`src/page_window_consts.svh`:
```
// Constants of the page window access unit: register offsets, fields,
// reset values and window addresses.
// Assumes inclusion by bare name from files that need them.
`ifndef PAGE_WINDOW_CONSTS_SVH
`define PAGE_WINDOW_CONSTS_SVH

// Register byte offsets on the Avalon slave
`define PW_REG_ACC1     6'h00
`define PW_REG_ACC2     6'h04
`define PW_REG_ACC3     6'h08
`define PW_REG_CMD      6'h0c
`define PW_REG_STAT     6'h10
`define PW_REG_IRQ_STAT 6'h14
`define PW_REG_IRQ_MASK 6'h18
`define PW_REG_CFG      6'h1c

// Command, status and configuration fields
`define PW_CMD_WRITE_BIT   0
`define PW_CMD_READ_BIT    1
`define PW_STAT_BUSY_BIT   4
`define PW_CFG_SIZE2K_BIT  0
`define PW_CFG_PAGES_BIT   1
`define PW_CFG_RESET       2'h2

// Interrupt event bits
`define PW_EV_DONE_BIT  0
`define PW_EV_ABORT_BIT 1
`define PW_EV_WIDTH     2

// Shared window addresses
`define PW_WIN_BASE     16'hf400
`define PW_WIN_END_1K   16'hf7ff
`define PW_WIN_END_2K   16'hfbff
`define PW_SEL_ADDR     16'hfeff
`define PW_PAGE_1K      12'h400
`define PW_PAGE_2K      12'h800

// Transfer size codes
`define PW_SIZE_BYTE    8'h00
`define PW_SIZE_WORD    8'h01
`define PW_SIZE_DWORD   8'h02

`endif

```
`src/page_window_pkg.sv`:
```
// Types shared by the page window access unit.
// Assumes nothing beyond a SystemVerilog compiler.
package page_window_pkg;
    typedef enum logic [3:0] {
        st_idle, st_check, st_req, st_sel, st_sel_rel,
        st_present, st_xfer, st_xfer_rel, st_finish
    } xfer_state_t;
    typedef logic [31:0] accu_t;
endpackage : page_window_pkg

```
`src/page_irq_if.sv`:
```
// Interface between the register block and the interrupt status logic.
// Assumes both ends run on the same clock.
`timescale 1ns/1ps
`default_nettype none
interface page_irq_if;
    logic [1:0] events;
    logic       status_rd;
    logic       mask_wr;
    logic [1:0] mask_wdata;
    logic [1:0] status;
    logic [1:0] mask;
    logic       irq;
    modport ctl (output events, output status_rd, output mask_wr, output mask_wdata,
                 input status, input mask, input irq);
    modport irq_side (input events, input status_rd, input mask_wr, input mask_wdata,
                      output status, output mask, output irq);
endinterface : page_irq_if
`default_nettype wire

```
`src/pin_sync.sv`:
```
// Two flip-flop synchroniser for pin inputs of any width.
// Assumes inputs are levels that stay stable for several clocks.
`timescale 1ns/1ps
`default_nettype none
module pin_sync #(
    parameter int WIDTH = 1
) (
    input  wire logic             i_clk,
    input  wire logic             i_nrst,
    input  wire logic [WIDTH-1:0] i_pin,
    output logic      [WIDTH-1:0] o_sync
);
    logic [WIDTH-1:0] meta;

    // First stage feeds only the second stage
    always_ff @(posedge i_clk) begin
        if (!i_nrst) begin
            meta   <= '0;
            o_sync <= '0;
        end else begin
            meta   <= i_pin;
            o_sync <= meta;
        end
    end
endmodule : pin_sync
`default_nettype wire

```
`src/page_irq.sv`:
```
// Sticky event status, mask and level interrupt of the page window unit.
// Assumes a status read lasts one cycle of status_rd.
`timescale 1ns/1ps
`default_nettype none
module page_irq (
    input  wire logic   i_clk,
    input  wire logic   i_nrst,
    page_irq_if.irq_side bus
);
    // Set wins over the read clear so an event in the status_rd cycle is not lost
    always_ff @(posedge i_clk) begin
        if (!i_nrst) begin
            bus.status <= 2'h0;
        end else begin
            bus.status <= (bus.status_rd ? 2'h0 : bus.status) | bus.events;
        end
    end

    // Mask written by software, reset masks everything
    always_ff @(posedge i_clk) begin
        if (!i_nrst) begin
            bus.mask <= 2'h0;
        end else if (bus.mask_wr) begin
            bus.mask <= bus.mask_wdata;
        end
    end

    assign bus.irq = |(bus.status & bus.mask);
endmodule : page_irq
`default_nettype wire

```
`src/page_window_access_unit.sv`:
```
// Page window access unit: byte, word and dword page transfers
// through the shared address window, driven from registers.
// Assumes an Avalon-MM master on i_clk and a four-phase strobe/ack window bus
// whose ack, grant and page-present pins come from outside the clock domain.
//
// Operation
// - 1K pages map at F400H to F7FFH
// - 2K pages map at F400H to FBFFH
// - Select register picks page; modules answer selected
// - Never read the select location FEFF
// - Write sends 1/2/4 right-justified bytes of acc1
// - Write offset acc2 low, page acc3 LL
// - Read offset acc2 low, page acc3 LL
// - Size code 0/1/2 byte/word/dword, others illegal
// - Pages 0-255, offsets 0-2047, nonexistent offset rejected
// - Select plus data transfer is indivisible
// - Abort on bad size, offset, page, none
// - Abort keeps accumulators, clears all condition codes
// - Write success: advance acc2 low, set flag
// - Read success: data right-justified, upper bits zero
// - Read success: advance acc2 low, flag reset
`include "page_window_consts.svh"
`timescale 1ns/1ps
`default_nettype none
module page_window_access_unit (
    input  wire logic        i_clk,
    input  wire logic        i_nrst,
    // Avalon-MM slave
    input  wire logic [5:0]  i_avs_address,
    input  wire logic        i_avs_read,
    input  wire logic        i_avs_write,
    input  wire logic [31:0] i_avs_writedata,
    input  wire logic [3:0]  i_avs_byteenable,
    output logic      [31:0] o_avs_readdata,
    output logic             o_avs_waitrequest,
    output logic             o_irq,
    // Shared window bus
    output logic             o_bus_req,
    input  wire logic        i_bus_grant,
    output logic      [15:0] o_win_addr,
    output logic      [7:0]  o_win_wdata,
    output logic             o_win_wr,
    output logic             o_win_rd,
    input  wire logic [7:0]  i_win_rdata,
    input  wire logic        i_win_ack,
    input  wire logic        i_page_present
);
    page_window_pkg::accu_t      acc1;
    page_window_pkg::accu_t      acc2;
    page_window_pkg::accu_t      acc3;
    page_window_pkg::accu_t      rbuf;
    page_window_pkg::xfer_state_t state;
    logic [3:0]  cc;
    logic [1:0]  cfg;
    logic        is_read;
    logic [2:0]  nbytes;
    logic [2:0]  bidx;
    logic        rd_pend;
    logic        busy;
    logic        done_ok;
    logic        done_abort;
    logic        start_wr;
    logic        start_rd;
    logic        acc_wr_hit;
    logic        stall;
    logic [2:0]  sync_in;
    logic        ack_s;
    logic        grant_s;
    logic        present_s;
    logic [31:0] next_readdata;
    logic [11:0] page_bytes;
    logic [16:0] end_off;

    page_irq_if irq_bus ();

    // Byte-lane merge for software writes
    function automatic logic [31:0] be_merge(input logic [31:0] old,
                                             input logic [31:0] wd,
                                             input logic [3:0]  be);
        logic [31:0] r;
        r = old;
        for (int i = 0; i < 4; i++) begin
            if (be[i]) begin
                r[i*8 +: 8] = wd[i*8 +: 8];
            end
        end
        return r;
    endfunction : be_merge

    // Byte count of a size code, zero for an illegal code
    function automatic logic [2:0] size_bytes(input logic [7:0] code);
        if (code == `PW_SIZE_BYTE) begin
            return 3'h1;
        end else if (code == `PW_SIZE_WORD) begin
            return 3'h2;
        end else if (code == `PW_SIZE_DWORD) begin
            return 3'h4;
        end else begin
            return 3'h0;
        end
    endfunction : size_bytes

    // Window bus pins are from another domain
    pin_sync #(.WIDTH(3)) u_sync (
        .i_clk  (i_clk),
        .i_nrst (i_nrst),
        .i_pin  ({i_win_ack, i_bus_grant, i_page_present}),
        .o_sync (sync_in)
    );
    assign ack_s     = sync_in[2];
    assign grant_s   = sync_in[1];
    assign present_s = sync_in[0];

    page_irq u_irq (
        .i_clk  (i_clk),
        .i_nrst (i_nrst),
        .bus    (irq_bus)
    );

    assign busy = (state != page_window_pkg::st_idle);

    // Operand and command writes stall while busy, so software
    // cannot disturb operands or start a second transfer
    assign acc_wr_hit = i_avs_write && (i_avs_address == `PW_REG_ACC1 ||
                        i_avs_address == `PW_REG_ACC2 || i_avs_address == `PW_REG_ACC3 ||
                        i_avs_address == `PW_REG_CMD);
    assign stall = acc_wr_hit && busy;
    assign o_avs_waitrequest = stall || (i_avs_read && !rd_pend);

    assign start_wr = i_avs_write && !busy && i_avs_address == `PW_REG_CMD &&
                      i_avs_byteenable[0] && i_avs_writedata[`PW_CMD_WRITE_BIT] &&
                      !i_avs_writedata[`PW_CMD_READ_BIT];
    assign start_rd = i_avs_write && !busy && i_avs_address == `PW_REG_CMD &&
                      i_avs_byteenable[0] && i_avs_writedata[`PW_CMD_READ_BIT] &&
                      !i_avs_writedata[`PW_CMD_WRITE_BIT];

    // Read takes two cycles: load readdata, then release
    always_ff @(posedge i_clk) begin
        if (!i_nrst) begin
            rd_pend <= 1'b0;
        end else begin
            rd_pend <= i_avs_read && !rd_pend;
        end
    end

    // Readback mux
    always_comb begin
        next_readdata = 32'h0000_0000;
        if (i_avs_address == `PW_REG_ACC1) begin
            next_readdata = acc1;
        end else if (i_avs_address == `PW_REG_ACC2) begin
            next_readdata = acc2;
        end else if (i_avs_address == `PW_REG_ACC3) begin
            next_readdata = acc3;
        end else if (i_avs_address == `PW_REG_STAT) begin
            next_readdata = {27'h0, busy, cc};
        end else if (i_avs_address == `PW_REG_IRQ_STAT) begin
            next_readdata = {30'h0, irq_bus.status};
        end else if (i_avs_address == `PW_REG_IRQ_MASK) begin
            next_readdata = {30'h0, irq_bus.mask};
        end else if (i_avs_address == `PW_REG_CFG) begin
            next_readdata = {30'h0, cfg};
        end
    end

    always_ff @(posedge i_clk) begin
        if (!i_nrst) begin
            o_avs_readdata <= 32'h0000_0000;
        end else if (i_avs_read && !rd_pend) begin
            o_avs_readdata <= next_readdata;
        end
    end

    // Interrupt side: events, read-to-clear and mask writes
    assign irq_bus.events     = {done_abort, done_ok};
    assign irq_bus.status_rd  = i_avs_read && rd_pend && i_avs_address == `PW_REG_IRQ_STAT;
    assign irq_bus.mask_wr    = i_avs_write && i_avs_address == `PW_REG_IRQ_MASK &&
                                i_avs_byteenable[0];
    assign irq_bus.mask_wdata = i_avs_writedata[1:0];
    assign o_irq              = irq_bus.irq;

    // Configuration: page size and whether any paged module is fitted
    always_ff @(posedge i_clk) begin
        if (!i_nrst) begin
            cfg <= `PW_CFG_RESET;
        end else if (i_avs_write && i_avs_address == `PW_REG_CFG && i_avs_byteenable[0]) begin
            cfg <= i_avs_writedata[1:0];
        end
    end

    assign page_bytes = cfg[`PW_CFG_SIZE2K_BIT] ? `PW_PAGE_2K : `PW_PAGE_1K;
    // Last byte offset plus one; must fit inside the page
    assign end_off = {1'b0, acc2[15:0]} + {14'h0, size_bytes(acc3[15:8])};

    // Transfer sequencer
    always_ff @(posedge i_clk) begin
        if (!i_nrst) begin
            state <= page_window_pkg::st_idle;
        end else begin
            case (state)
                page_window_pkg::st_idle: begin
                    if (start_wr || start_rd) begin
                        state <= page_window_pkg::st_check;
                    end
                end
                page_window_pkg::st_check: begin
                    if (nbytes == 3'h0 || !cfg[`PW_CFG_PAGES_BIT] ||
                        end_off > {5'h0, page_bytes}) begin
                        state <= page_window_pkg::st_finish;
                    end else begin
                        state <= page_window_pkg::st_req;
                    end
                end
                page_window_pkg::st_req: begin
                    if (grant_s) begin
                        state <= page_window_pkg::st_sel;
                    end
                end
                page_window_pkg::st_sel: begin
                    if (ack_s) begin
                        state <= page_window_pkg::st_sel_rel;
                    end
                end
                page_window_pkg::st_sel_rel: begin
                    if (!ack_s) begin
                        state <= page_window_pkg::st_present;
                    end
                end
                page_window_pkg::st_present: begin
                    if (present_s) begin
                        state <= page_window_pkg::st_xfer;
                    end else begin
                        state <= page_window_pkg::st_finish;
                    end
                end
                page_window_pkg::st_xfer: begin
                    if (ack_s) begin
                        state <= page_window_pkg::st_xfer_rel;
                    end
                end
                page_window_pkg::st_xfer_rel: begin
                    if (!ack_s) begin
                        if (bidx == nbytes - 3'h1) begin
                            state <= page_window_pkg::st_finish;
                        end else begin
                            state <= page_window_pkg::st_xfer;
                        end
                    end
                end
                default: begin
                    state <= page_window_pkg::st_idle;
                end
            endcase
        end
    end

    // Operation latch and byte index
    always_ff @(posedge i_clk) begin
        if (!i_nrst) begin
            is_read <= 1'b0;
            nbytes  <= 3'h0;
            bidx    <= 3'h0;
        end else if (state == page_window_pkg::st_idle) begin
            is_read <= start_rd;
            nbytes  <= size_bytes(acc3[15:8]);
            bidx    <= 3'h0;
        end else if (state == page_window_pkg::st_xfer_rel && !ack_s) begin
            bidx <= bidx + 3'h1;
        end
    end

    // Outcome pulses, one cycle in st_finish
    always_ff @(posedge i_clk) begin
        if (!i_nrst) begin
            done_ok    <= 1'b0;
            done_abort <= 1'b0;
        end else begin
            done_ok    <= 1'b0;
            done_abort <= 1'b0;
            if (state == page_window_pkg::st_check && (nbytes == 3'h0 ||
                !cfg[`PW_CFG_PAGES_BIT] || end_off > {5'h0, page_bytes})) begin
                done_abort <= 1'b1;
            end else if (state == page_window_pkg::st_present && !present_s) begin
                done_abort <= 1'b1;
            end else if (state == page_window_pkg::st_xfer_rel && !ack_s &&
                         bidx == nbytes - 3'h1) begin
                done_ok <= 1'b1;
            end
        end
    end

    // Shared bus held from request through the last data byte
    always_ff @(posedge i_clk) begin
        if (!i_nrst) begin
            o_bus_req <= 1'b0;
        end else begin
            o_bus_req <= state == page_window_pkg::st_req || state == page_window_pkg::st_sel ||
                         state == page_window_pkg::st_sel_rel ||
                         state == page_window_pkg::st_present ||
                         state == page_window_pkg::st_xfer ||
                         state == page_window_pkg::st_xfer_rel;
        end
    end

    // Window strobes: select location written only; data bytes
    // land in the page window, big-endian from the offset
    always_ff @(posedge i_clk) begin
        if (!i_nrst) begin
            o_win_addr  <= 16'h0000;
            o_win_wdata <= 8'h00;
            o_win_wr    <= 1'b0;
            o_win_rd    <= 1'b0;
        end else begin
            o_win_wr <= 1'b0;
            o_win_rd <= 1'b0;
            if (state == page_window_pkg::st_req && grant_s) begin
                o_win_addr  <= `PW_SEL_ADDR;
                o_win_wdata <= acc3[7:0];
                o_win_wr    <= 1'b1;
            end else if (state == page_window_pkg::st_sel && !ack_s) begin
                o_win_wr <= 1'b1;
            end else if ((state == page_window_pkg::st_present && present_s) ||
                         (state == page_window_pkg::st_xfer_rel && !ack_s &&
                          bidx != nbytes - 3'h1)) begin
                // Next byte index comes from the present bidx
                o_win_addr  <= `PW_WIN_BASE + acc2[15:0] +
                               ((state == page_window_pkg::st_present) ? 16'h0000 :
                                {13'h0, bidx + 3'h1});
                o_win_wdata <= acc1[((state == page_window_pkg::st_present) ?
                                     (nbytes - 3'h1) : (nbytes - bidx - 3'h2)) * 8 +: 8];
                o_win_wr    <= !is_read;
                o_win_rd    <= is_read;
            end else if (state == page_window_pkg::st_xfer && !ack_s) begin
                o_win_wr <= !is_read;
                o_win_rd <= is_read;
            end
        end
    end

    // Read assembly, most significant byte first, upper bits zero
    always_ff @(posedge i_clk) begin
        if (!i_nrst) begin
            rbuf <= 32'h0000_0000;
        end else if (state == page_window_pkg::st_check) begin
            rbuf <= 32'h0000_0000;
        end else if (state == page_window_pkg::st_xfer && ack_s && is_read) begin
            rbuf <= {rbuf[23:0], i_win_rdata};
        end
    end

    // Accumulators: software loads, hardware updates only on success
    always_ff @(posedge i_clk) begin
        if (!i_nrst) begin
            acc1 <= 32'h0000_0000;
            acc2 <= 32'h0000_0000;
            acc3 <= 32'h0000_0000;
        end else if (done_ok) begin
            acc2[15:0] <= acc2[15:0] + {13'h0, nbytes};
            if (is_read) begin
                acc1 <= rbuf;
            end
        end else if (i_avs_write && !busy) begin
            if (i_avs_address == `PW_REG_ACC1) begin
                acc1 <= be_merge(acc1, i_avs_writedata, i_avs_byteenable);
            end else if (i_avs_address == `PW_REG_ACC2) begin
                acc2 <= be_merge(acc2, i_avs_writedata, i_avs_byteenable);
            end else if (i_avs_address == `PW_REG_ACC3) begin
                acc3 <= be_merge(acc3, i_avs_writedata, i_avs_byteenable);
            end
        end
    end

    // Condition codes: bit 0 is the logic_result_flag; software may
    // load the rest and every transfer clears them
    always_ff @(posedge i_clk) begin
        if (!i_nrst) begin
            cc <= 4'h0;
        end else if (done_abort) begin
            cc <= 4'h0;
        end else if (done_ok) begin
            cc <= {3'h0, !is_read};
        end else if (i_avs_write && !busy && i_avs_address == `PW_REG_STAT &&
                     i_avs_byteenable[0]) begin
            cc <= i_avs_writedata[3:0];
        end
    end
endmodule : page_window_access_unit
`default_nettype wire

```
`config.mk`:
```
export PLATFORM = sky130hd
export DESIGN_NAME = page_window_access_unit
export DESIGN_NICKNAME = d
export VERILOG_FILES = /design/src/page_window_pkg.sv /design/src/page_irq_if.sv /design/src/pin_sync.sv /design/src/page_irq.sv /design/src/page_window_access_unit.sv
export VERILOG_INCLUDE_DIRS = /design/src
export SDC_FILE = /design/constraint.sdc
export NUM_CORES = 1
export LEC_CHECK = 0
export BUFFER_PORTS_ARGS = -buffer_cell sky130_fd_sc_hd__buf_4
export CORE_UTILIZATION = 55
export CTS_BUF_LIST = sky130_fd_sc_hd__clkbuf_16
export DETAILED_ROUTE_END_ITERATION = 7
export GPL_TIMING_DRIVEN = 1
export PLACE_DENSITY = 0.75
export SLEW_MARGIN = 20
export SYNTH_ARGS = -nofsm -noshare
export SYNTH_HDL_FRONTEND = slang
export SYNTH_SLANG_ARGS = --single-unit
```
`constraint.sdc`:
```
create_clock -name i_clk -period 3.8 [get_ports i_clk]
set_input_delay 0.76 -clock i_clk [delete_from_list [all_inputs] [get_ports i_clk]]
set_output_delay 0.76 -clock i_clk [all_outputs]
set_load 0.005 [all_outputs]
```
### Word level (Yosys, flattened, before mapping)

Index checks and enable logic that the tools add are counted.

* flip-flop bits (word level): 217
* output and inout port bits: 61
* input port bits: 57

* add/sub/neg operators: 9
* magnitude comparators: 1
* bitwise operators: 7
* muxes and demuxes: 53
* shifts and indexed selects: 1
* reductions and logical operators: 87
* equal/unequal tests: 27

Operator list (count)
* two-way mux 32 bit: 7
* two-way mux 16 bit: 7
* two-way mux 8 bit: 7
* two-way mux 4 bit: 9
* indexed part select 32 x 33 -> 8 bit: 1
* adder 16 x 3 -> 16 bit: 2
* case mux 4 bit (8 select lines): 1
* AND reduction 6 bit: 5
* logical AND 1 bit: 29
* two-way mux 29 bit: 1
* equality test 6 x 5 -> 1 bit (second input constant): 4
* AND reduction 4 bit: 6
* nonzero test 2 bit: 9
* adder 16 x 3 -> 17 bit: 1
* greater-than comparator 17 x 12 -> 1 bit: 1
* adder 16 bit (first input constant): 1
* equality test 4 x 3 -> 1 bit (second input constant): 4
* logical OR 1 bit: 13
* equality test 6 x 4 -> 1 bit (second input constant): 2
* two-way mux 12 bit: 1
* two-way mux 3 bit: 4
* != test 2 bit (second input constant): 6
* two-way mux 1 bit: 11
* AND reduction 5 bit: 2
* other kinds (27): 51

### Longest topological paths before layout

* word-level depth: 10
* mapped depth: 15
* depth with buffers taken out: 15

### Hierarchy

A second synthesis with hierarchy kept.

* cell total of the unflattened synthesis: 1217
* area total of the unflattened synthesis: 10760.3 µm²

By module, submodules not included
* page_window_access_unit: area an instance 10453.8 µm², instances 1, cells an instance 1192
* pin_sync: area an instance 157.7 µm², instances 1, cells an instance 12
* page_irq: area an instance 148.9 µm², instances 1, cells an instance 13

### Least setup slack after synthesis

OpenSTA, ideal clock, no wires.

* path type: register to register
* start: register acc3[12]
* end: register state[3]
* cell stages (with the launch flop): 15
* arrival time: 2.991 ns
* setup time: 0.120 ns
* slack: 0.688 ns
* period minus slack after synthesis: 3.112 ns
* required time: 3.680 ns
* path through: dfxtp_1 > nor4_1 > nand2_1 > nor3b_1 > ha_1 > a21o_1 > a21oi_1 > nor3_1 > xor2_1 > ha_1 > nand4_1 > a211oi_1 > a41oi_1 > o21bai_1 > a21oi_1

* cells in the longest elaborated chain, start to end: 9

RTL lines
* start, declared: line page_window_access_unit.sv:50 `page_window_pkg::accu_t acc3;`
* start signal, assigned: line page_window_access_unit.sv:368 `acc3 <= be_merge(acc3, i_avs_writedata, i_avs_byteenable);`
* equality test 8 x 2 -> 1 bit (no source line)
* two-way mux 3 bit: line page_window_access_unit.sv:96 `` end else if (code == `PW_SIZE_DWORD) begin ``
* two-way mux 3 bit: line page_window_access_unit.sv:94 `` end else if (code == `PW_SIZE_WORD) begin ``
* two-way mux 3 bit (*): line page_window_access_unit.sv:92 `` if (code == `PW_SIZE_BYTE) begin ``
* adder 16 x 3 -> 17 bit (*): line page_window_access_unit.sv:193 `assign end_off = {1'b0, acc2[15:0]} + {14'h0, size_bytes(acc3[15:8])};`
* greater-than comparator 17 x 12 -> 1 bit (*): line page_window_access_unit.sv:208 `end_off > {5'h0, page_bytes}) begin`
* logical OR 1 bit (*): line page_window_access_unit.sv:207 `` if (nbytes == 3'h0 || !cfg[`PW_CFG_PAGES_BIT] || ``
* two-way mux 4 bit (*): line page_window_access_unit.sv:207
* case mux 4 bit (8 select lines) (*): line page_window_access_unit.sv:200 `case (state)`
* end signal, assigned: line page_window_access_unit.sv:203 `state <= page_window_pkg::st_check;`
* end signal, assigned: line page_window_access_unit.sv:209 `state <= page_window_pkg::st_finish;`
* end signal, assigned: line page_window_access_unit.sv:211 `state <= page_window_pkg::st_req;`
* end, declared: line page_window_access_unit.sv:52 `page_window_pkg::xfer_state_t state;`

Every way passes the cells marked *; elsewhere a longest branch is shown, timed or not.
A chain may end at the register's enable or synchronous reset.

### Final worst setup path

Ends and elaborated chain as after synthesis.

==> impl_metrics.toml <==
[routing]
drt_first_pass_iters = 6
via_per_inst = 6.14
wl_um = 31500
ant_nets = 0
vias = 9887
drtIter0Drc = 967
drc = 0
avgRoutedWirePerCell_um = 19.6

[die]
start_util_pct = 56.6
core-area_um2 = 19600
dieArea_um2 = 20700
die_h_um = 144
ios = 118
rows = 51
fp.dieW_um = 144

[finish]
fin_nets = 1408
final_area_um2 = 12700
nFillCells = 1684
area.sequential_um2 = 4350
final_common_cell = "dfxtp_1"
drive_above_1_share_pct = 14.2
final_cell_mix = "216 x dfxtp_1, 208 x nand2_1, 132 x buf_4"
area_delta_synth_final_pct = 14.6
num_antenna_cells = 0
multi_input_area_um2 = 6260

[clock_tree]
cts_tree = "yes"
postCtsHoldBufs = 0
root_buffer = "clkbuf_16"
ctsResizeCount = 0
cts_sinks = 217
cts-buffers-inserted = 23
clock_latency_ns = 0.52
h-tree-depth = 1
cts.reportedPaths.clkPinSlew_ns = 0.06
clockBufferDepth = 3
cts_setup_buffers = 0

[synth]
synthDistinctLibCells = 73
async_flop_share_pct = 0
seq_area_frac_synth_pct = 39.2
synthAdderAreaFrac_pct = 2.76
synth_edf_count = 0
synthSimpleGateAreaFrac_pct = 21.6
synth_top_family_by_area = "simple AND/OR/NAND/NOR gates"
synth-seq-cells = 217
synth_area_um2 = 11100
synth_compound_area_share_pct = 20.3
muxShareOfSynthArea_pct = 9.75
ys.flop_type = "dfxtp_1"
syn_nets = 1350
yosys.area_share.xor_xnor_pct = 1.95
ys_warn_count = 0
syn_avg_cell_area_um2 = 8.72
syn_inst = 1271

[worst_setup_path]
critPathRequiredTime_ns = 4.19
start_kind = "register"
worst_ep_arrival_time_ns = 3.79
worstPathMaxFanout = 4
crit_path_top_delay_cell = "dfxtp_1"
cpPeakStageDelay_ns = 0.33
cpMostUsedCell = "ha_1"
crit_chain = "nor4_1, nand2_1, nor3b_1, ha_1, a21o_1, a21oi_2, nor3_1, xor2_1, ha_1, nand4_1, a211oi_1, a41oi_1, o21bai_1, a21oi_1"
setup.worst_path.end_class = "register"
path_class = "reg2reg"

[sta]
tns_ns = 0
period_minus_slack_ns = 3.39
rsz0062_at_grt = "no"
setup_viol = 0
fmax_mhz = 295
setup_ws_ns = 0.407
fin_crit_sh_pct = 89.3
slew_viol_final = 0
relSlewSlack_pct = 22.6
tightest_slew_ns = 1.15
skew_ns = 0.0166
hold_violations = 0

[global_routing]
grt_pass1_wl_um = 48700
grt_pass1_vias = 8862
grt_overflow = 0
gr-usage-all-layers_pct = 30.5
grt_max_degree = 83
antenna_found_initial = 0

[power]
ir_drop_v = 0.000254
power_leakage_nw = 5.25
power_mw = 4.92
power_density_nw_per_um2 = 388

[placement]
portBuffers = 117
dp_slack_ns = 0.314
dpl_cell_area_um2 = 12000
place.detailed.hpwl_um = 22400
place_congestion = 0.912

[job]
drv_cap = 0

[min_path]
worst_hold_path_type = "reg2reg"

[outcome]
status = "finished, final reports clean"
-- cells by family (layout without fill, tap and decap cells) --
family,count (synthesis),in the layout
multiplexers,92,92
buffers and inverters,119,192
AND/OR/NAND/NOR,480,480
XOR/XNOR,23,23
flip-flops,217,217
AO/OA/AOI/OAI,318,318
adder cells (fa/ha/maj),22,22
-- where the power goes --
part | leakage (nW) | switching (mW) | internal (mW)
registers | 1.75 | 0.0470 | 2.30
logic | 3.14 | 0.301 | 0.205
clock network | 0.367 | 0.904 | 1.16
total | 5.25 | 1.25 | 3.67
-- area by class of cell --
type                    count  share of cell area, %
well taps                 265                   2.61
clock inverters            17                  0.828
clock buffers              23                   4.53
inverters                  19                  0.562
repair buffers            133                   7.96
flip-flops and latches    217                   34.2
multi-input cells         935                   49.3
-- metal layers --
layer,vias to the layer above,track usage (%),wire length [µm]
li1,4658,-,-
met1,4702,44.0,14300
met2,460,45.3,13300
met3,67,5.93,2950
met4,0,10.3,938
met5,-,0,0
-- worst max-delay path, delay by kind of cell, from the launching register on --
| kind | cells | cell delay (ns) |
|---|---|---|
| AOI/OAI and AO/OA | 6 | 1.19 |
| DFF | 1 | 0.33 |
| adders and majority gates | 2 | 0.62 |
| xor gates and xnor gates | 1 | 0.15 |
| and+or+nand+nor | 5 | 0.96 |
-- final timing paths --
kind                                          to           start  cells past startpoint  slack (ns)
worst min register to register  u_sync.o_sync[0]  u_sync.meta[0]                      1        0.43
worst max register to register          state[3]        acc3[12]                     14        0.41
worst min-delay path            u_sync.o_sync[0]  u_sync.meta[0]                      1        0.43
worst max-delay path                    state[3]        acc3[12]                     14        0.41
-- flip-flops by register name, summed over array words and instances (netlist names), 8 cells and up --
| register | count |
|---|---|
| o_win_wdata | 8 |
| o_avs_readdata | 32 |
| acc2 | 32 |
| o_win_addr | 16 |
| acc1 | 32 |
| rbuf | 32 |
| acc3 | 32 |
-- through the flow --
step	hold WS, ns	cells	utilization (%)
3_5_place_dp	0.425	1569	61.3
2_1_floorplan	0.412	1271	-
3_3_place_gp	0.413	1569	61.3
5_1_grt	0.461	1609	64.8
6_report	0.432	1609	64.8
4_1_cts	0.439	1609	64.8
-- cells in the mapped netlist (3+ instances only) --
cell / count / share of area, %
a211oi_1: 6 / 0.41
nor3_1: 17 / 0.77
and2_1: 11 / 0.62
inv_1: 18 / 0.61
a21boi_1: 3 / 0.20
or3_1: 4 / 0.23
mux4_1: 8 / 1.9
a41oi_1: 7 / 0.55
a21o_1: 11 / 0.75
or4_1: 4 / 0.27
buf_4: 3 / 0.20
a21oi_1: 72 / 3.3
and3_1: 15 / 0.85
nand2_1: 208 / 7.0
o211a_1: 32 / 2.9
buf_1: 6 / 0.20
ha_1: 18 / 2.0
fa_1: 4 / 0.72
nor2b_1: 77 / 4.3
xnor2_1: 20 / 1.6
o21ai_0: 51 / 2.3
mux2i_1: 81 / 7.3
nand2b_1: 9 / 0.51
o22ai_1: 3 / 0.17
dfxtp_1: 217 / 39
nand4_1: 11 / 0.62
clkbuf_1: 73 / 2.5
o21ai_1: 3 / 0.14
a22oi_1: 29 / 2.0
a31oi_1: 4 / 0.23
a22o_1: 6 / 0.47
buf_2: 15 / 0.68
a221oi_1: 13 / 1.0
o211ai_1: 3 / 0.20
o21a_1: 5 / 0.34
o311a_1: 6 / 0.54
o221a_2: 4 / 0.41
nor3b_1: 13 / 0.88
o31ai_1: 8 / 0.54
nor2_1: 49 / 1.7
a21boi_0: 38 / 2.6
nand3_1: 46 / 2.1
Power figures use the tool's default switching activity.
